<file path="src/verilog/frame_pkg.sv">
// Shared constants and types for the stack frame sequencer.
package frame_pkg;

  localparam logic [11:0] OFF_CTRL     = 12'h000;
  localparam logic [11:0] OFF_STATUS   = 12'h004;
  localparam logic [11:0] OFF_IRQ_STAT = 12'h008;
  localparam logic [11:0] OFF_IRQ_MASK = 12'h00C;
  localparam logic [11:0] OFF_COUNT    = 12'h010;

  localparam int CTRL_EN_BIT   = 0;
  localparam int STAT_BUSY_BIT = 0;
  localparam int STAT_EXC_LSB  = 4;
  localparam int IRQ_DONE_BIT  = 0;
  localparam int IRQ_EXC_BIT   = 1;

  localparam logic       CTRL_EN_RESET  = 1'h1;
  localparam logic [1:0] IRQ_MASK_RESET = 2'h0;

  localparam logic [4:0] REG_ARG_TOP = 5'h07;
  localparam logic [4:0] REG_S0      = 5'h10;
  localparam logic [4:0] REG_S1      = 5'h11;
  localparam logic [4:0] REG_XS_TOP  = 5'h1E;
  localparam logic [4:0] REG_SP      = 5'h1D;
  localparam logic [4:0] REG_RET     = 5'h1F;
  localparam logic [2:0] XS_USES_TOP = 3'h7;

  localparam int          FRAME_SHIFT    = 3;
  localparam logic [31:0] WORD_STEP      = 32'h0000_0004;
  localparam logic [31:0] BASIC_ZERO_ADJ = 32'h0000_0080;
  localparam int          PLAN_DEPTH     = 16;

  typedef enum logic [2:0] {
    EXC_NONE     = 3'h0,
    EXC_REFILL   = 3'h1,
    EXC_INVALID  = 3'h2,
    EXC_MODIFIED = 3'h3,
    EXC_ADDR     = 3'h4,
    EXC_BUS      = 3'h5
  } exc_code_t;

  typedef enum logic [3:0] {
    ST_IDLE   = 4'h1,
    ST_ISSUE  = 4'h2,
    ST_WAIT   = 4'h4,
    ST_FINISH = 4'h8
  } seq_state_t;

endpackage : frame_pkg

</file>
<file path="src/verilog/stack_frame_seq.sv">
// Sequencer for the extended frame unwind and the basic frame setup.
//
// Chosen here: the APB interface to the registers and the register addresses.
`timescale 1ns/1ns
module stack_frame_seq (
  input  wire logic        sys_clk,
  input  wire logic        rst,
  input  wire logic        psel,
  input  wire logic        penable,
  input  wire logic        pwrite,
  input  wire logic [11:0] paddr,
  input  wire logic [31:0] pwdata,
  output logic      [31:0] prdata,
  output logic             pready,
  output logic             pslverr,
  output logic             irq,
  input  wire logic        start,
  input  wire logic        is_unwind,
  input  wire logic        return_link_flag,
  input  wire logic        first_saved_flag,
  input  wire logic        second_saved_flag,
  input  wire logic [2:0]  xs_count,
  input  wire logic [3:0]  arg_code,
  input  wire logic [7:0]  frame_size,
  input  wire logic [31:0] sp_in,
  output logic             busy,
  output logic             done,
  output logic [4:0]       rf_rd_idx,
  input  wire logic [31:0] rf_rd_data,
  output logic             rf_we,
  output logic [4:0]       rf_wr_idx,
  output logic [31:0]      rf_wr_data,
  output logic             mem_req,
  output logic             mem_we,
  output logic [31:0]      mem_addr,
  output logic [31:0]      mem_wdata,
  input  wire logic        mem_ready,
  input  wire logic [31:0] mem_rdata,
  input  wire logic        mem_refill,
  input  wire logic        mem_invalid,
  input  wire logic        mem_modified,
  input  wire logic        mem_bus_err,
  output logic             exc_valid,
  output logic [2:0]       exc_code,
  output logic [31:0]      exc_vaddr
);

  frame_pkg::seq_state_t state_q;
  logic [4:0]  plan_q [frame_pkg::PLAN_DEPTH];
  logic [4:0]  plan_d [frame_pkg::PLAN_DEPTH];
  logic [3:0]  len_q, len_d, idx_q;
  logic [2:0]  astatic_d, astatic_q, xs_q;
  logic        unwind_q, ret_q, accept, misaligned, last_xfer;
  logic [7:0]  fs_q;
  logic [31:0] sp_q, base_d, base_q, addr_q, last_addr_q;
  logic [31:0] unwind_top, setup_sp;
  logic        mem_req_q, mem_we_q, rf_we_q, exc_valid_q, done_q;
  logic [31:0] mem_addr_q, mem_wdata_q, rf_wr_data_q, exc_vaddr_q;
  logic [4:0]  rf_wr_idx_q;
  frame_pkg::exc_code_t exc_code_q, bus_exc;
  logic        ctrl_en_q, pslverr_q;
  logic [1:0]  irq_stat_q, irq_mask_q, irq_set;
  logic [31:0] prdata_q, count_q;

  // Static count of the argument code; the all-ones code is never issued.
  always_comb begin
    unique case (arg_code)
      4'h1, 4'h5, 4'h9, 4'hD: astatic_d = 3'h1;
      4'h2, 4'h6, 4'hA:       astatic_d = 3'h2;
      4'h3, 4'h7:             astatic_d = 3'h3;
      4'hB:                   astatic_d = 3'h4;
      default:                astatic_d = 3'h0;
    endcase
  end

  // Transfer order: the address only ever falls, so the list is the register order.
  always_comb begin
    for (int i = 0; i < frame_pkg::PLAN_DEPTH; i++) begin
      plan_d[i] = 5'h00;
    end
    len_d = 4'h0;
    if (return_link_flag) begin
      plan_d[len_d] = frame_pkg::REG_RET;
      len_d = len_d + 4'h1;
    end
    if (is_unwind) begin
      for (int k = 7; k >= 1; k--) begin
        if (xs_count >= 3'(k)) begin
          plan_d[len_d] = (3'(k) == frame_pkg::XS_USES_TOP) ? frame_pkg::REG_XS_TOP
                                                            : 5'(17 + k);
          len_d = len_d + 4'h1;
        end
      end
    end
    if (second_saved_flag) begin
      plan_d[len_d] = frame_pkg::REG_S1;
      len_d = len_d + 4'h1;
    end
    if (first_saved_flag) begin
      plan_d[len_d] = frame_pkg::REG_S0;
      len_d = len_d + 4'h1;
    end
    if (is_unwind) begin
      for (int k = 0; k < 4; k++) begin
        if (3'(k) < astatic_d) begin
          plan_d[len_d] = frame_pkg::REG_ARG_TOP - 5'(k);
          len_d = len_d + 4'h1;
        end
      end
    end
  end

  assign base_d     = is_unwind ? sp_in + {21'h0, frame_size, 3'h0} : sp_in;
  assign misaligned = sp_in[1:0] != 2'h0;
  assign accept     = start && ctrl_en_q && (state_q == frame_pkg::ST_IDLE);
  assign last_xfer  = idx_q == len_q - 4'h1;
  assign rf_rd_idx  = plan_q[idx_q];
  assign unwind_top = sp_q + ({24'h0, fs_q} << frame_pkg::FRAME_SHIFT);
  // Only the low four bits form the basic setup's frame size field.
  assign setup_sp   = (fs_q[3:0] == 4'h0) ? sp_q - frame_pkg::BASIC_ZERO_ADJ
                    : sp_q - ({28'h0, fs_q[3:0]} << frame_pkg::FRAME_SHIFT);

  // Translation faults outrank a bus error; loads never report modified.
  always_comb begin
    if (mem_refill) bus_exc = frame_pkg::EXC_REFILL;
    else if (mem_invalid) bus_exc = frame_pkg::EXC_INVALID;
    else if (mem_modified && !unwind_q) bus_exc = frame_pkg::EXC_MODIFIED;
    else if (mem_bus_err) bus_exc = frame_pkg::EXC_BUS;
    else bus_exc = frame_pkg::EXC_NONE;
  end

  // Sequencer state and operand capture.
  always_ff @(posedge sys_clk or posedge rst) begin
    if (rst) begin
      state_q     <= frame_pkg::ST_IDLE;
      len_q       <= 4'h0;
      idx_q       <= 4'h0;
      unwind_q    <= 1'h0;
      ret_q       <= 1'h0;
      xs_q        <= 3'h0;
      astatic_q   <= 3'h0;
      fs_q        <= 8'h00;
      sp_q        <= 32'h0000_0000;
      base_q      <= 32'h0000_0000;
      addr_q      <= 32'h0000_0000;
      last_addr_q <= 32'h0000_0000;
      for (int i = 0; i < frame_pkg::PLAN_DEPTH; i++) begin
        plan_q[i] <= 5'h00;
      end
    end else begin
      unique case (state_q)
        frame_pkg::ST_IDLE: begin
          if (accept) begin
            plan_q    <= plan_d;
            len_q     <= len_d;
            idx_q     <= 4'h0;
            unwind_q  <= is_unwind;
            ret_q     <= return_link_flag;
            xs_q      <= xs_count;
            astatic_q <= astatic_d;
            fs_q      <= frame_size;
            sp_q      <= sp_in;
            base_q    <= base_d;
            addr_q    <= base_d - frame_pkg::WORD_STEP;
            if (misaligned && len_d != 4'h0) state_q <= frame_pkg::ST_IDLE;
            else if (len_d == 4'h0) state_q <= frame_pkg::ST_FINISH;
            else state_q <= frame_pkg::ST_ISSUE;
          end
        end
        frame_pkg::ST_ISSUE: begin
          if (addr_q[1:0] != 2'h0) state_q <= frame_pkg::ST_IDLE;
          else state_q <= frame_pkg::ST_WAIT;
        end
        frame_pkg::ST_WAIT: begin
          if (mem_ready) begin
            if (bus_exc != frame_pkg::EXC_NONE) begin
              state_q <= frame_pkg::ST_IDLE;
            end else begin
              last_addr_q <= addr_q;
              addr_q      <= addr_q - frame_pkg::WORD_STEP;
              idx_q       <= idx_q + 4'h1;
              state_q     <= last_xfer ? frame_pkg::ST_FINISH : frame_pkg::ST_ISSUE;
            end
          end
        end
        frame_pkg::ST_FINISH: state_q <= frame_pkg::ST_IDLE;
      endcase
    end
  end

  // Memory port: the request holds steady until the port answers.
  always_ff @(posedge sys_clk or posedge rst) begin
    if (rst) begin
      mem_req_q   <= 1'h0;
      mem_we_q    <= 1'h0;
      mem_addr_q  <= 32'h0000_0000;
      mem_wdata_q <= 32'h0000_0000;
    end else if (state_q == frame_pkg::ST_ISSUE && addr_q[1:0] == 2'h0) begin
      mem_req_q   <= 1'h1;
      mem_we_q    <= !unwind_q;
      mem_addr_q  <= addr_q;
      mem_wdata_q <= rf_rd_data;
    end else if (state_q == frame_pkg::ST_WAIT && mem_ready) begin
      mem_req_q   <= 1'h0;
    end
  end

  // Register file writes: loaded words, then the stack pointer last of all.
  always_ff @(posedge sys_clk or posedge rst) begin
    if (rst) begin
      rf_we_q      <= 1'h0;
      rf_wr_idx_q  <= 5'h00;
      rf_wr_data_q <= 32'h0000_0000;
    end else begin
      rf_we_q <= 1'h0;
      if (state_q == frame_pkg::ST_WAIT && mem_ready && unwind_q
          && bus_exc == frame_pkg::EXC_NONE) begin
        rf_we_q      <= 1'h1;
        rf_wr_idx_q  <= plan_q[idx_q];
        rf_wr_data_q <= mem_rdata;
      end else if (state_q == frame_pkg::ST_FINISH) begin
        rf_we_q      <= 1'h1;
        rf_wr_idx_q  <= frame_pkg::REG_SP;
        rf_wr_data_q <= unwind_q ? unwind_top : setup_sp;
      end
    end
  end

  // Exception and completion pulses; a restart is left to the core's exception return.
  always_ff @(posedge sys_clk or posedge rst) begin
    if (rst) begin
      exc_valid_q <= 1'h0;
      exc_code_q  <= frame_pkg::EXC_NONE;
      exc_vaddr_q <= 32'h0000_0000;
      done_q      <= 1'h0;
      count_q     <= 32'h0000_0000;
    end else begin
      exc_valid_q <= 1'h0;
      done_q      <= 1'h0;
      if (accept && misaligned && len_d != 4'h0) begin
        exc_valid_q <= 1'h1;
        exc_code_q  <= frame_pkg::EXC_ADDR;
        exc_vaddr_q <= base_d - frame_pkg::WORD_STEP;
      end else if (state_q == frame_pkg::ST_ISSUE && addr_q[1:0] != 2'h0) begin
        exc_valid_q <= 1'h1;
        exc_code_q  <= frame_pkg::EXC_ADDR;
        exc_vaddr_q <= addr_q;
      end else if (state_q == frame_pkg::ST_WAIT && mem_ready
                   && bus_exc != frame_pkg::EXC_NONE) begin
        exc_valid_q <= 1'h1;
        exc_code_q  <= bus_exc;
        exc_vaddr_q <= addr_q;
      end else if (state_q == frame_pkg::ST_FINISH) begin
        done_q  <= 1'h1;
        count_q <= count_q + 32'h0000_0001;
      end
    end
  end

  // APB slave with no wait states; read data is fetched in the setup cycle.
  always_ff @(posedge sys_clk or posedge rst) begin
    if (rst) begin
      ctrl_en_q  <= frame_pkg::CTRL_EN_RESET;
      irq_mask_q <= frame_pkg::IRQ_MASK_RESET;
      prdata_q   <= 32'h0000_0000;
      pslverr_q  <= 1'h0;
    end else if (psel && !penable) begin
      pslverr_q <= !(paddr inside {frame_pkg::OFF_CTRL, frame_pkg::OFF_STATUS,
                   frame_pkg::OFF_IRQ_STAT, frame_pkg::OFF_IRQ_MASK, frame_pkg::OFF_COUNT});
      prdata_q  <= 32'h0000_0000;
      unique case (paddr)
        frame_pkg::OFF_CTRL:     prdata_q[frame_pkg::CTRL_EN_BIT] <= ctrl_en_q;
        frame_pkg::OFF_STATUS: begin
          prdata_q[frame_pkg::STAT_BUSY_BIT] <= state_q != frame_pkg::ST_IDLE;
          prdata_q[frame_pkg::STAT_EXC_LSB +: 3] <= exc_code_q;
        end
        frame_pkg::OFF_IRQ_STAT: prdata_q[1:0] <= irq_stat_q;
        frame_pkg::OFF_IRQ_MASK: prdata_q[1:0] <= irq_mask_q;
        frame_pkg::OFF_COUNT:    prdata_q <= count_q;
        default:                 prdata_q <= 32'h0000_0000;
      endcase
    end else if (psel && penable && pwrite) begin
      if (paddr == frame_pkg::OFF_CTRL) ctrl_en_q <= pwdata[frame_pkg::CTRL_EN_BIT];
      if (paddr == frame_pkg::OFF_IRQ_MASK) irq_mask_q <= pwdata[1:0];
    end
  end

  // Sticky events, write one to clear; a new event in the clearing cycle is kept.
  assign irq_set = {exc_valid_q, done_q};
  always_ff @(posedge sys_clk or posedge rst) begin
    if (rst) begin
      irq_stat_q <= 2'h0;
    end else if (psel && penable && pwrite && paddr == frame_pkg::OFF_IRQ_STAT) begin
      irq_stat_q <= (irq_stat_q & ~pwdata[1:0]) | irq_set;
    end else begin
      irq_stat_q <= irq_stat_q | irq_set;
    end
  end

  assign prdata     = prdata_q;
  assign pready     = 1'h1;
  assign pslverr    = pslverr_q;
  assign irq        = |(irq_stat_q & irq_mask_q);
  assign busy       = state_q != frame_pkg::ST_IDLE;
  assign done       = done_q;
  assign rf_we      = rf_we_q;
  assign rf_wr_idx  = rf_wr_idx_q;
  assign rf_wr_data = rf_wr_data_q;
  assign mem_req    = mem_req_q;
  assign mem_we     = mem_we_q;
  assign mem_addr   = mem_addr_q;
  assign mem_wdata  = mem_wdata_q;
  assign exc_valid  = exc_valid_q;
  assign exc_code   = exc_code_q;
  assign exc_vaddr  = exc_vaddr_q;
endmodule : stack_frame_seq

</file>
<file path="config.mk">
export PLATFORM = sky130hd
export DESIGN_NAME = stack_frame_seq
export DESIGN_NICKNAME = d
export VERILOG_FILES = /design/src/verilog/frame_pkg.sv /design/src/verilog/stack_frame_seq.sv
export SDC_FILE = /design/constraint.sdc
export NUM_CORES = 1
export LEC_CHECK = 0
export BUFFER_PORTS_ARGS = -buffer_cell sky130_fd_sc_hd__buf_2
export CAP_MARGIN = 20
export CORE_ASPECT_RATIO = 2
export CORE_UTILIZATION = 55
export CTS_CLUSTER_SIZE = 10
export DETAILED_ROUTE_END_ITERATION = 6
export PLACE_DENSITY = 0.79
export SYNTH_ARGS = -nofsm -noshare
export SYNTH_HDL_FRONTEND = slang
export SYNTH_SLANG_ARGS = --single-unit
</file>
<file path="constraint.sdc">
create_clock -name sys_clk -period 21.1 [get_ports sys_clk]
set_input_delay 2.11 -clock sys_clk [delete_from_list [all_inputs] [get_ports sys_clk]]
set_output_delay 2.11 -clock sys_clk [all_outputs]
set_load 0.05 [all_outputs]
</file>
### Yosys cells after proc, flatten, opt, wreduce, memory -nomap -nowiden

Memories as Yosys holds them, arrays and structs flattened.
Cells that the tools add are included.
W data, S select, Z words.

| cells by class | value |
|---|---|
| mux-type cells | 128 |
| bitwise operators | 62 |
| reductions and logical operators | 53 |
| $lt $le $gt $ge | 38 |
| $add $sub $neg | 22 |
| equal/unequal tests | 13 |

Operator list:

| kind | count |
|---|---|
| $mux W80 | 24 |
| $mux W32 | 11 |
| $demux W5 S4 | 13 |
| $and A48 B48 Y48 | 5 |
| $not A48 Y48 | 5 |
| $or A48 B48 Y48 | 4 |
| $or A32 B32 Y32 | 5 |
| $mux W4 | 33 |
| $and A32 B32 Y32 | 4 |
| $and A64 B64 Y64 | 2 |
| $not A32 Y32 | 4 |
| $not A64 Y64 | 2 |
| $or A64 B64 Y64 | 2 |
| $mux W5 | 18 |
| $ge A5 B5 Y1 const B | 14 |
| $not A4 Y5 | 14 |
| $lt A5 B1 Y1 const B | 13 |
| $add A32 B11 Y32 | 2 |
| $pmux W32 S2 | 1 |
| $sub A32 B3 Y32 const B | 2 |
| $add A4 B1 Y4 const B | 14 |
| $add A32 B1 Y32 const B | 1 |
| $and A16 B16 Y16 | 2 |
| $not A16 Y16 | 2 |
| 47 further kinds | 119 |

| storage, ports and cells | value |
|---|---|
| memories | 1 |
| flip-flop bits (word level) | 376 |
| memory bits (read-only) | 48 |
| output and inout bits | 182 |

Memories:

| name | depth | bits a word | read ports | clocked after Yosys merged registers in | write ports | RTL line | RTL |
|---|---|---|---|---|---|---|---|
| (no name shown) | 16 | 3 | 1 | 0 | 0 | stack_frame_seq.sv:67 | `unique case (arg_code)` |

### Longest topological paths before layout

Gate-level depths: netlist of run 1.

| depth | value |
|---|---|
| depth in word-level cells | 44 |
| mapped depth | 49 |
| gate-level depth less buffers | 44 |

### Worst setup path after synthesis of run 1

No wires, ideal clock.

| timing path | value |
|---|---|
| path kind | input -> register |
| start | input xs_count[2] |
| end | register exc_vaddr_q[1], in the netlist exc_vaddr[1] |
| stages on the path | 48 |
| arrival | 11.460 ns |
| required time | 20.975 ns |
| setup slack | 9.515 ns |
| path through | buf_2 > clkbuf_1 > clkbuf_1 > and3_1 > inv_1 > fa_1 > clkbuf_1 > inv_1 > ha_1 > mux2_2 > ha_1 > nand2b_1 > nand2_1 > ha_1 > nor2_1 > a21o_1 > ha_1 > nand2_1 > (+12 left out) > nor2_1 > o21bai_1 > ha_1 > a21o_1 > ha_1 > mux2i_1 > a21oi_1 > inv_1 > ha_1 > nand2_1 > xor2_1 > xnor2_1 > nand2_1 > xnor2_1 > nand4_1 > o211ai_4 > nand2b_1 > mux2_2 |

| between the ends | value |
|---|---|
| word-level cells in the longest chain between the ends | 40 |
| elaborated cells on any way between the ends | 47 |
| those cells by class | add/sub (12); order compare (7); mux (25); reduce/logical (3) |

RTL lines:

| element | RTL line | RTL |
|---|---|---|
| start: declaration | stack_frame_seq.sv:22 | `input wire logic [2:0] xs_count,` |
| $ge A3 B3 Y1 | stack_frame_seq.sv:88 | `if (xs_count >= 3'(k)) begin` |
| $mux W4 | stack_frame_seq.sv:88 |  |
| $mux W4 | stack_frame_seq.sv:86 | `if (is_unwind) begin` |
| $add A4 B1 Y4 | stack_frame_seq.sv:91 | `len_d = len_d + 4'h1;` |
| $mux W4 | stack_frame_seq.sv:88 |  |
| $mux W4 | stack_frame_seq.sv:86 |  |
| $add A4 B1 Y4 | stack_frame_seq.sv:91 |  |
| $mux W4 | stack_frame_seq.sv:88 |  |
| (+24 left out) | -- |  |
| $mux W4 | stack_frame_seq.sv:105 | `if (3'(k) < astatic_d) begin` |
| $mux W4 | stack_frame_seq.sv:103 | `if (is_unwind) begin` |
| $add A4 B1 Y4 | stack_frame_seq.sv:107 | `len_d = len_d + 4'h1;` |
| $mux W4 | stack_frame_seq.sv:105 |  |
| $mux W4 (*) | stack_frame_seq.sv:103 |  |
| $reduce_bool A4 Y1 (*) | stack_frame_seq.sv:240 | `if (accept && misaligned && len_d != 4'h0) begin` |
| $logic_and A1 B1 Y1 (*) | stack_frame_seq.sv:240 |  |
| $reduce_bool A3 Y1 (no line) / $mux W32 (equally long branches) | -- |  |
| end signal: assignment | stack_frame_seq.sv:243 | `exc_vaddr_q <= base_d - frame_pkg::WORD_STEP;` |
| end signal: assignment | stack_frame_seq.sv:247 | `exc_vaddr_q <= addr_q;` |
| end signal: assignment | stack_frame_seq.sv:252 | `exc_vaddr_q <= addr_q;` |
| end: declaration | stack_frame_seq.sv:58 | `logic [31:0] mem_addr_q, mem_wdata_q, rf_wr_data_q, exc_vaddr_q;` |

Every way passes the cells marked *; elsewhere a longest branch is shown, timed or not. The select of a mux whose other input is x is not followed.
A chain may end at the register's enable or synchronous reset.

### Final worst setup path of run 1

Same ends and word-level chain as after synthesis.

==> impl_metrics.tcl, run 1 <==
set metrics [dict create \
    outcome "finished, violations left" \
    violations "DRC" \
    p_sw_share_pct 37.9 \
    p_int_mw 1.26 \
    finalSetupTns_ns 0 \
    gp_congestion 1.03 \
    grt_setup_unrepaired "no" \
    layout.cells.non_filler 3659 \
    cp-end-kind "flop" \
    rows 107 \
    clock_sinks 362 \
    root_buffer "clkbuf_16" \
    vdd_ir_drop_max_uv 43.3 \
    antenna_found_initial 6 \
    synth_seq_cells 362 \
    first_pass_iters 7 \
    grt_pass1_wl_um 142000 \
    worst_pin_slew_ns 1.15 \
    ys_types 99 \
    cts_tree "built" \
    yosys-mux-area-fraction_pct 7.02 \
    vias 23693 \
    p_switching_mw 0.767 \
    antenna_left 0 \
    pre_cts_slack_ns 7.09 \
    die_area_sq_um 44300 \
    hold_violations 0 \
    avgSynthCellArea_sq_um 8.38 \
    cp.required_ns 21.52 \
    cpLargestDelayFamily "adder cells" \
    fmax_mhz 73.1 \
    via_per_inst 6.48 \
    cts_buffer_depth 3 \
    ys.flop_type "dfrtp_1" \
    setup_viol 0 \
    synth_top_family_by_area "simple AND/OR/NAND/NOR gates" \
    synth-compound-area-share_pct 19.3 \
    drive_gt1_share_pct 17.7 \
    setup_ws_ns 7.43 \
    p_leak_nw 12.4 \
    max-cap-violations 0 \
    clk_pin_slew_ns 0.06 \
    cpPeakStageDelay_ns 1.07 \
    routed_wl_um 96200 \
    fin_crit_ns 13.67 \
    cts_setup_buffers 0 \
    fin_util_pct 63.3 \
    synth-simple-area-share_pct 21.8 \
    core_sq_um 42700 \
    grt_max_degree 138 \
    worstSetupPathType "in2reg" \
    drtIter0Drc 1677 \
    grt_pass1_vias 23831 \
    dp_hpwl_um 74200 \
    synth_enable_flop_cells 0 \
    route.detailed.drc 5 \
    cts_resized 0 \
    cts_buffers 42 \
    ctsHoldBuffers 0 \
    gr-usage-all-layers_pct 43.4 \
    num_io_pins 352 \
    cellPowerDensity_nw_per_um2 74.8 \
    hold_class "reg2reg" \
    async_reset_ff_share_pct 100 \
    fin_crit_sh_pct 64.8 \
    crit_path_frequent_cell "ha_1" \
    yosysWarnings 0 \
    hold_ws_ns 0.461 \
    synthCells 2850 \
    synth_fa_ha_area_share_pct 4.11 \
    crit_buf_inv 6 \
    critPathSlowestCell "fa_1" \
    dpl.cell_count 3586 \
    comb_power_share_pct 31.2 \
    synth-seq-area-share_pct 38.0 \
    synth_xor_area_share_pct 5.91 \
    chipWidth_um 149 \
    critPathArrivalTime_ns 14.09 \
    pwr-share-seq_pct 36.7 \
    syn_area_sq_um 23900 \
    cp-start-kind "input port" \
    finClkSkew_ns 0.0172 \
    p_clk_share_pct 32.1 \
    portBuffers 320 \
    nets 3333 \
    area_growth_pct 13.3 \
    htree_levels 2 \
    die-height_um 297 \
    max_slew_margin_pct 22.4 \
    avgRoutedWirePerCell_um 26.3 \
    clk_latency_ns 0.54 \
    crit_fanout 63 \
    initial_core_util_pct 55.9 \
    grt-ovfl-total 0 \
    synth_nets 3096 \
    slew_violations 0 \
]
## worst register-to-register path: stages, from the launching register on
cell and delay, ns:
dfstp_2 0.58, nor4b_1 0.25, buf_4 0.22, nand3_4 0.49, buf_4 0.59, a41oi_1 0.73, o211ai_4 0.13, buf_4 0.33
nand2b_1 0.29, mux2_2 0.37
## placed cells by master (no fill, tap or decap), types with 42 or more instances in the layout
master / instances
nor3_1: 58
nand3_1: 113
nand2_1: 506
dfrtp_1: 360
o21ai_0: 245
a31oi_1: 48
inv_1: 69
xnor2_1: 105
xor2_1: 42
a21oi_1: 169
ha_1: 72
clkbuf_16: 42
buf_2: 320
mux2i_1: 49
nor2_1: 210
mux2_2: 88
## cell families (layout without fill, tap and decap cells)
kind of cell             Yosys count  after routing
other                              1              9
AO/OA/AOI/OAI                    738            738
XOR/XNOR                         153            153
flip-flops                       362            362
multiplexers                     146            146
AND/OR/NAND/NOR                 1137           1137
buffers and inverters            237            493
adder cells (fa/ha/maj)           76             76
## through the flow
stage / instance area (sq um) / power (mW)
global route: 27000 / 2.08
CTS: 27000 / 2.01
global placement: 25800 / 1.36
detailed placement: 25800 / 1.36
finish: 27000 / 2.02
floorplan: 23900 / 1.15
## power groups by stage
stage	clock [mW]	sequential, mW	combinational [mW]
2_1_floorplan	0	0.828	0.324
3_3_place_gp	0	0.751	0.604
3_5_place_dp	0	0.753	0.611
4_1_cts	0.652	0.741	0.614
5_1_grt	0.675	0.745	0.660
6_report	0.649	0.742	0.632
## cell type report
cell class | instances | area (sq um)
Clock inverter | 2 | 25.0
Clock buffer | 61 | 1120
Inverter | 72 | 278
Timing Repair Buffer | 358 | 1910
Sequential cell | 362 | 9060
Tap cell | 545 | 682
Multi-Input combinational cell | 2251 | 13900
Antenna cell | 8 | 20.0
Fill cell | 3539 | 15700
## cells in the mapped netlist, drive strengths merged, types with 6 or more instances
cell type | n | area share [%]
a31oi | 50 | 1.4
o22ai | 36 | 0.94
a21o | 18 | 0.57
inv | 71 | 1.1
a32oi | 11 | 0.40
mux4 | 8 | 0.75
nor2b | 17 | 0.46
nand3 | 114 | 2.4
nand4 | 24 | 0.66
o32ai | 8 | 0.29
o21a | 8 | 0.25
a22oi | 24 | 0.81
a31o | 6 | 0.22
or3 | 30 | 0.81
a221oi | 6 | 0.22
nor3 | 60 | 1.3
nor4 | 23 | 0.60
nand3b | 9 | 0.28
or4 | 6 | 0.19
xnor2 | 109 | 4.2
buf | 32 | 0.70
nand2 | 507 | 8.0
ha | 72 | 3.8
mux2i | 50 | 2.1
a21boi | 14 | 0.44
nor2 | 214 | 3.4
o21bai | 8 | 0.25
and3 | 35 | 0.92
and2 | 34 | 0.89
nor3b | 11 | 0.37
nand2b | 26 | 0.68
or2 | 11 | 0.29
o31ai | 24 | 0.75
a211oi | 12 | 0.40
dfrtp | 360 | 38
mux2 | 88 | 4.2
a2bb2oi | 6 | 0.22
a32o | 9 | 0.38
a21oi | 170 | 3.6
xor2 | 42 | 1.5
o211ai | 11 | 0.42
a22o | 22 | 0.81
o21ai | 254 | 5.3
clkbuf | 133 | 2.1
## worst paths after layout
check | end | slack, ns | cells after the start | from
worst max register to register | exc_vaddr[1] | 17.00 | 9 | state_q[0]
worst max-delay path | exc_vaddr[1] | 7.43 | 46 | xs_count[2]
max in group asynchronous | exc_vaddr[30] | 16.79 | 4 | rst
min in group asynchronous | rf_wr_data[19] | 1.78 | 2 | rst
worst min register to register | irq_stat_q[0] | 0.46 | 1 | done
worst min-delay path | irq_stat_q[0] | 0.46 | 1 | done
## per-layer routing
layer	part of all wire [%]	global-route usage, %	wire (um)	up-vias
met5	0.014	0	13	-
met3	6.0	6.79	5780	490
met4	13	48.5	12700	2
met1	30	37.9	28600	11372
met2	51	78.6	49200	1225
li1	-	-	-	10604
## registers in the layout, summed over array words and instances, names as in the netlist, 5 cells and up
name / cells
rf_wr_idx: 5
prdata: 32
rf_wr_data: 32
mem_addr: 32
mem_wdata: 32
count_q: 32
sp_q: 32
addr_q: 32
plan_q: 66
fs_q: 8
exc_vaddr: 32
Note: power is estimated with default switching activity, not from simulation.
==> run 2, diff against run 1 <==
--- a/config.mk
+++ b/config.mk
@@ -8,10 +8,10 @@
 export BUFFER_PORTS_ARGS = -buffer_cell sky130_fd_sc_hd__buf_2
 export CAP_MARGIN = 20
 export CORE_ASPECT_RATIO = 2
-export CORE_UTILIZATION = 55
+export CORE_UTILIZATION = 53
 export CTS_CLUSTER_SIZE = 10
 export DETAILED_ROUTE_END_ITERATION = 6
-export PLACE_DENSITY = 0.79
+export PLACE_DENSITY = 0.8
 export SYNTH_ARGS = -nofsm -noshare
 export SYNTH_HDL_FRONTEND = slang
 export SYNTH_SLANG_ARGS = --single-unit
==> constraint.sdc (replaced) <==
create_clock -name sys_clk -period 11.31 [get_ports sys_clk]
set_input_delay 1.131 -clock sys_clk [delete_from_list [all_inputs] [get_ports sys_clk]]
set_output_delay 1.131 -clock sys_clk [all_outputs]
set_load 0.05 [all_outputs]
==> run 2 against run 1 <==
The flow still finishes with violations (DRC). Via count fell by 0.19%. Clock power rose by 96%. Utilization fell by 1.7 points. Register-to-register slack got worse by 9.4 ns. Combinational power rose by 91%. Hold slack got worse by 0.0066 ns. Global-route usage fell by 2.1 points. Sequential cell count did not move. Final cell count rose by 0.82%. Cell area rose by 1.1%. Sequential share of layout area fell by 0.35 points. Critical endpoint is now exc_vaddr[0].
==> impl_metrics.tcl, run 2 (synthesized netlist as in run 1, its figures left out) <==
set metrics [dict create \
    fmax_mhz 96.3 \
    hold_violations 0 \
    layout_common_cells "nand2_1, dfrtp_1, buf_2" \
    hold_class "reg2reg" \
    die-height_um 302 \
    cellPowerDensity_nw_per_um2 141 \
    violations "DRC" \
    grt-ovfl-total 0 \
    cpPeakStageDelay_ns 0.54 \
    fill_cells 3763 \
    crit_fanout 62 \
    fin_crit_sh_pct 91.8 \
    finalSetupTns_ns 0 \
    grt_setup_unrepaired "no" \
    layout_commonest_cell "nand2_1" \
    vias 23648 \
    setup_ws_ns 0.922 \
    cts_resized 0 \
    routed_wl_um 95800 \
    cp.required_ns 11.77 \
    worstSetupStartpoint "xs_count[1]" \
    endpoint "exc_vaddr[0]" \
    nets 3353 \
    r2r_cells 12 \
    cp-start-kind "input port" \
    rows 109 \
    largest-register "plan_q" \
    route.detailed.drc 188 \
    grt_pass1_vias 23542 \
    r2r_start "addr_q[8]" \
    critPathSlowestCell "fa_1" \
    vdd_ir_drop_max_uv 93.5 \
    area_growth_pct 14.5 \
    setup_viol 0 \
    chipWidth_um 152 \
    max-cap-violations 0 \
    initial_core_util_pct 53.9 \
    r2r-end "addr_q[31]" \
    outcome "finished, violations left" \
    ctsHoldBuffers 0 \
    portBuffers 320 \
    num_io_pins 352 \
    grt_max_degree 144 \
    gr-usage-all-layers_pct 41.2 \
    die_area_sq_um 45900 \
    cp-end-kind "flop" \
    antenna_found_initial 4 \
    p_total_mw 3.86 \
    largest_register_ffs 66 \
    root_buffer "clkbuf_16" \
    grt_pass1_wl_um 141000 \
    avgRoutedWirePerCell_um 26.0 \
    cts_buffers 42 \
    clk_latency_ns 0.59 \
    cts_tree "built" \
    cts_buffer_depth 3 \
    dp_hpwl_um 74400 \
    htree_levels 2 \
    finClkSkew_ns 0.0415 \
    hold_path_startpoint "done" \
    reg2reg_slack_ns 7.61 \
    fin_util_pct 61.6 \
    fin_crit_ns 10.39 \
    hold_ws_ns 0.454 \
    drtIter0Drc 1803 \
    clock_sinks 362 \
    worstSetupPathType "in2reg" \
    crit_path_frequent_cell "ha_1" \
    drive_gt1_share_pct 18.2 \
    slew_violations 0 \
    p_leak_nw 12.5 \
    clk_pin_slew_ns 0.06 \
    max_slew_margin_pct 18.0 \
    worst_pin_slew_ns 1.22 \
    antenna_left 0 \
    cts_setup_buffers 0 \
    critPathArrivalTime_ns 10.84 \
    via_per_inst 6.41 \
    first_pass_iters 7 \
    gp_congestion 1.09 \
    pre_cts_slack_ns 0.493 \
    core_sq_um 44300 \
]
==> run 2: cell count changes in the layout (fill, tap and decap cells not counted), moves of 2 or more <==
cell	before	now
diode_2	8	3
buf_4	36	52
buf_12	0	3
inv_16	0	2
clkbuf_8	0	3
==> run 2: worst min-delay path by stage <==
stage	endpoint	slack, ns	cells past startpoint
after detailed placement	irq_stat_q[0]	0.45	1
after CTS	irq_stat_q[0]	0.46	1
final	irq_stat_q[0]	0.45	1
after global placement	irq_stat_q[0]	0.43	1
after floorplan	plan_q[0]	0.44	2
after global routing	irq_stat_q[0]	0.48	1
==> run 2: worst max-delay path, delay by kind of cell <==
family                     cells  cell delay, ns
AOI/OAI and AO/OA             10            2.12
xor gates and xnor gates       3            0.63
adders and majority gates     12            3.94
buffers and inverters          6            0.93
muxes                          2            0.39
and+or+nand+nor               13            1.68
==> run 2: layout make-up <==
cell class	count	area [sq um]	area share (%)
multi-input cells	2251	13900	51.0
flip-flops and latches	362	9060	33.2
repair buffers	378	2120	7.76
clock buffers	64	1150	4.22
well taps	555	694	2.54
inverters	72	278	1.02
clock inverters	4	75.1	0.275
diodes	3	7.51	0.0275
==> run 2: report_power, final <==
| group | internal (mW) | total [mW] | switching (mW) |
|---|---|---|---|
| Sequential | 1.35 | 1.38 | 0.0382 |
| Combinational | 0.336 | 1.21 | 0.869 |
| Clock | 0.706 | 1.27 | 0.563 |
| Total | 2.39 | 3.86 | 1.47 |
==> run 2: stage by stage <==
stage | instance area, sq um | std cells
2_1_floorplan | 23900 | 2850
3_3_place_gp | 26000 | 3613
3_5_place_dp | 26000 | 3614
4_1_cts | 27200 | 3682
5_1_grt | 27300 | 3686
6_report | 27300 | 3689
==> run 2: layer usage <==
layer / vias to the layer above / share of wire, % / track usage, %
li1: 10621 / - / -
met1: 11397 / 30 / 36.6
met2: 1143 / 51 / 75.3
met3: 481 / 6.0 / 6.70
met4: 6 / 13 / 46.6
met5: - / 0.047 / 0
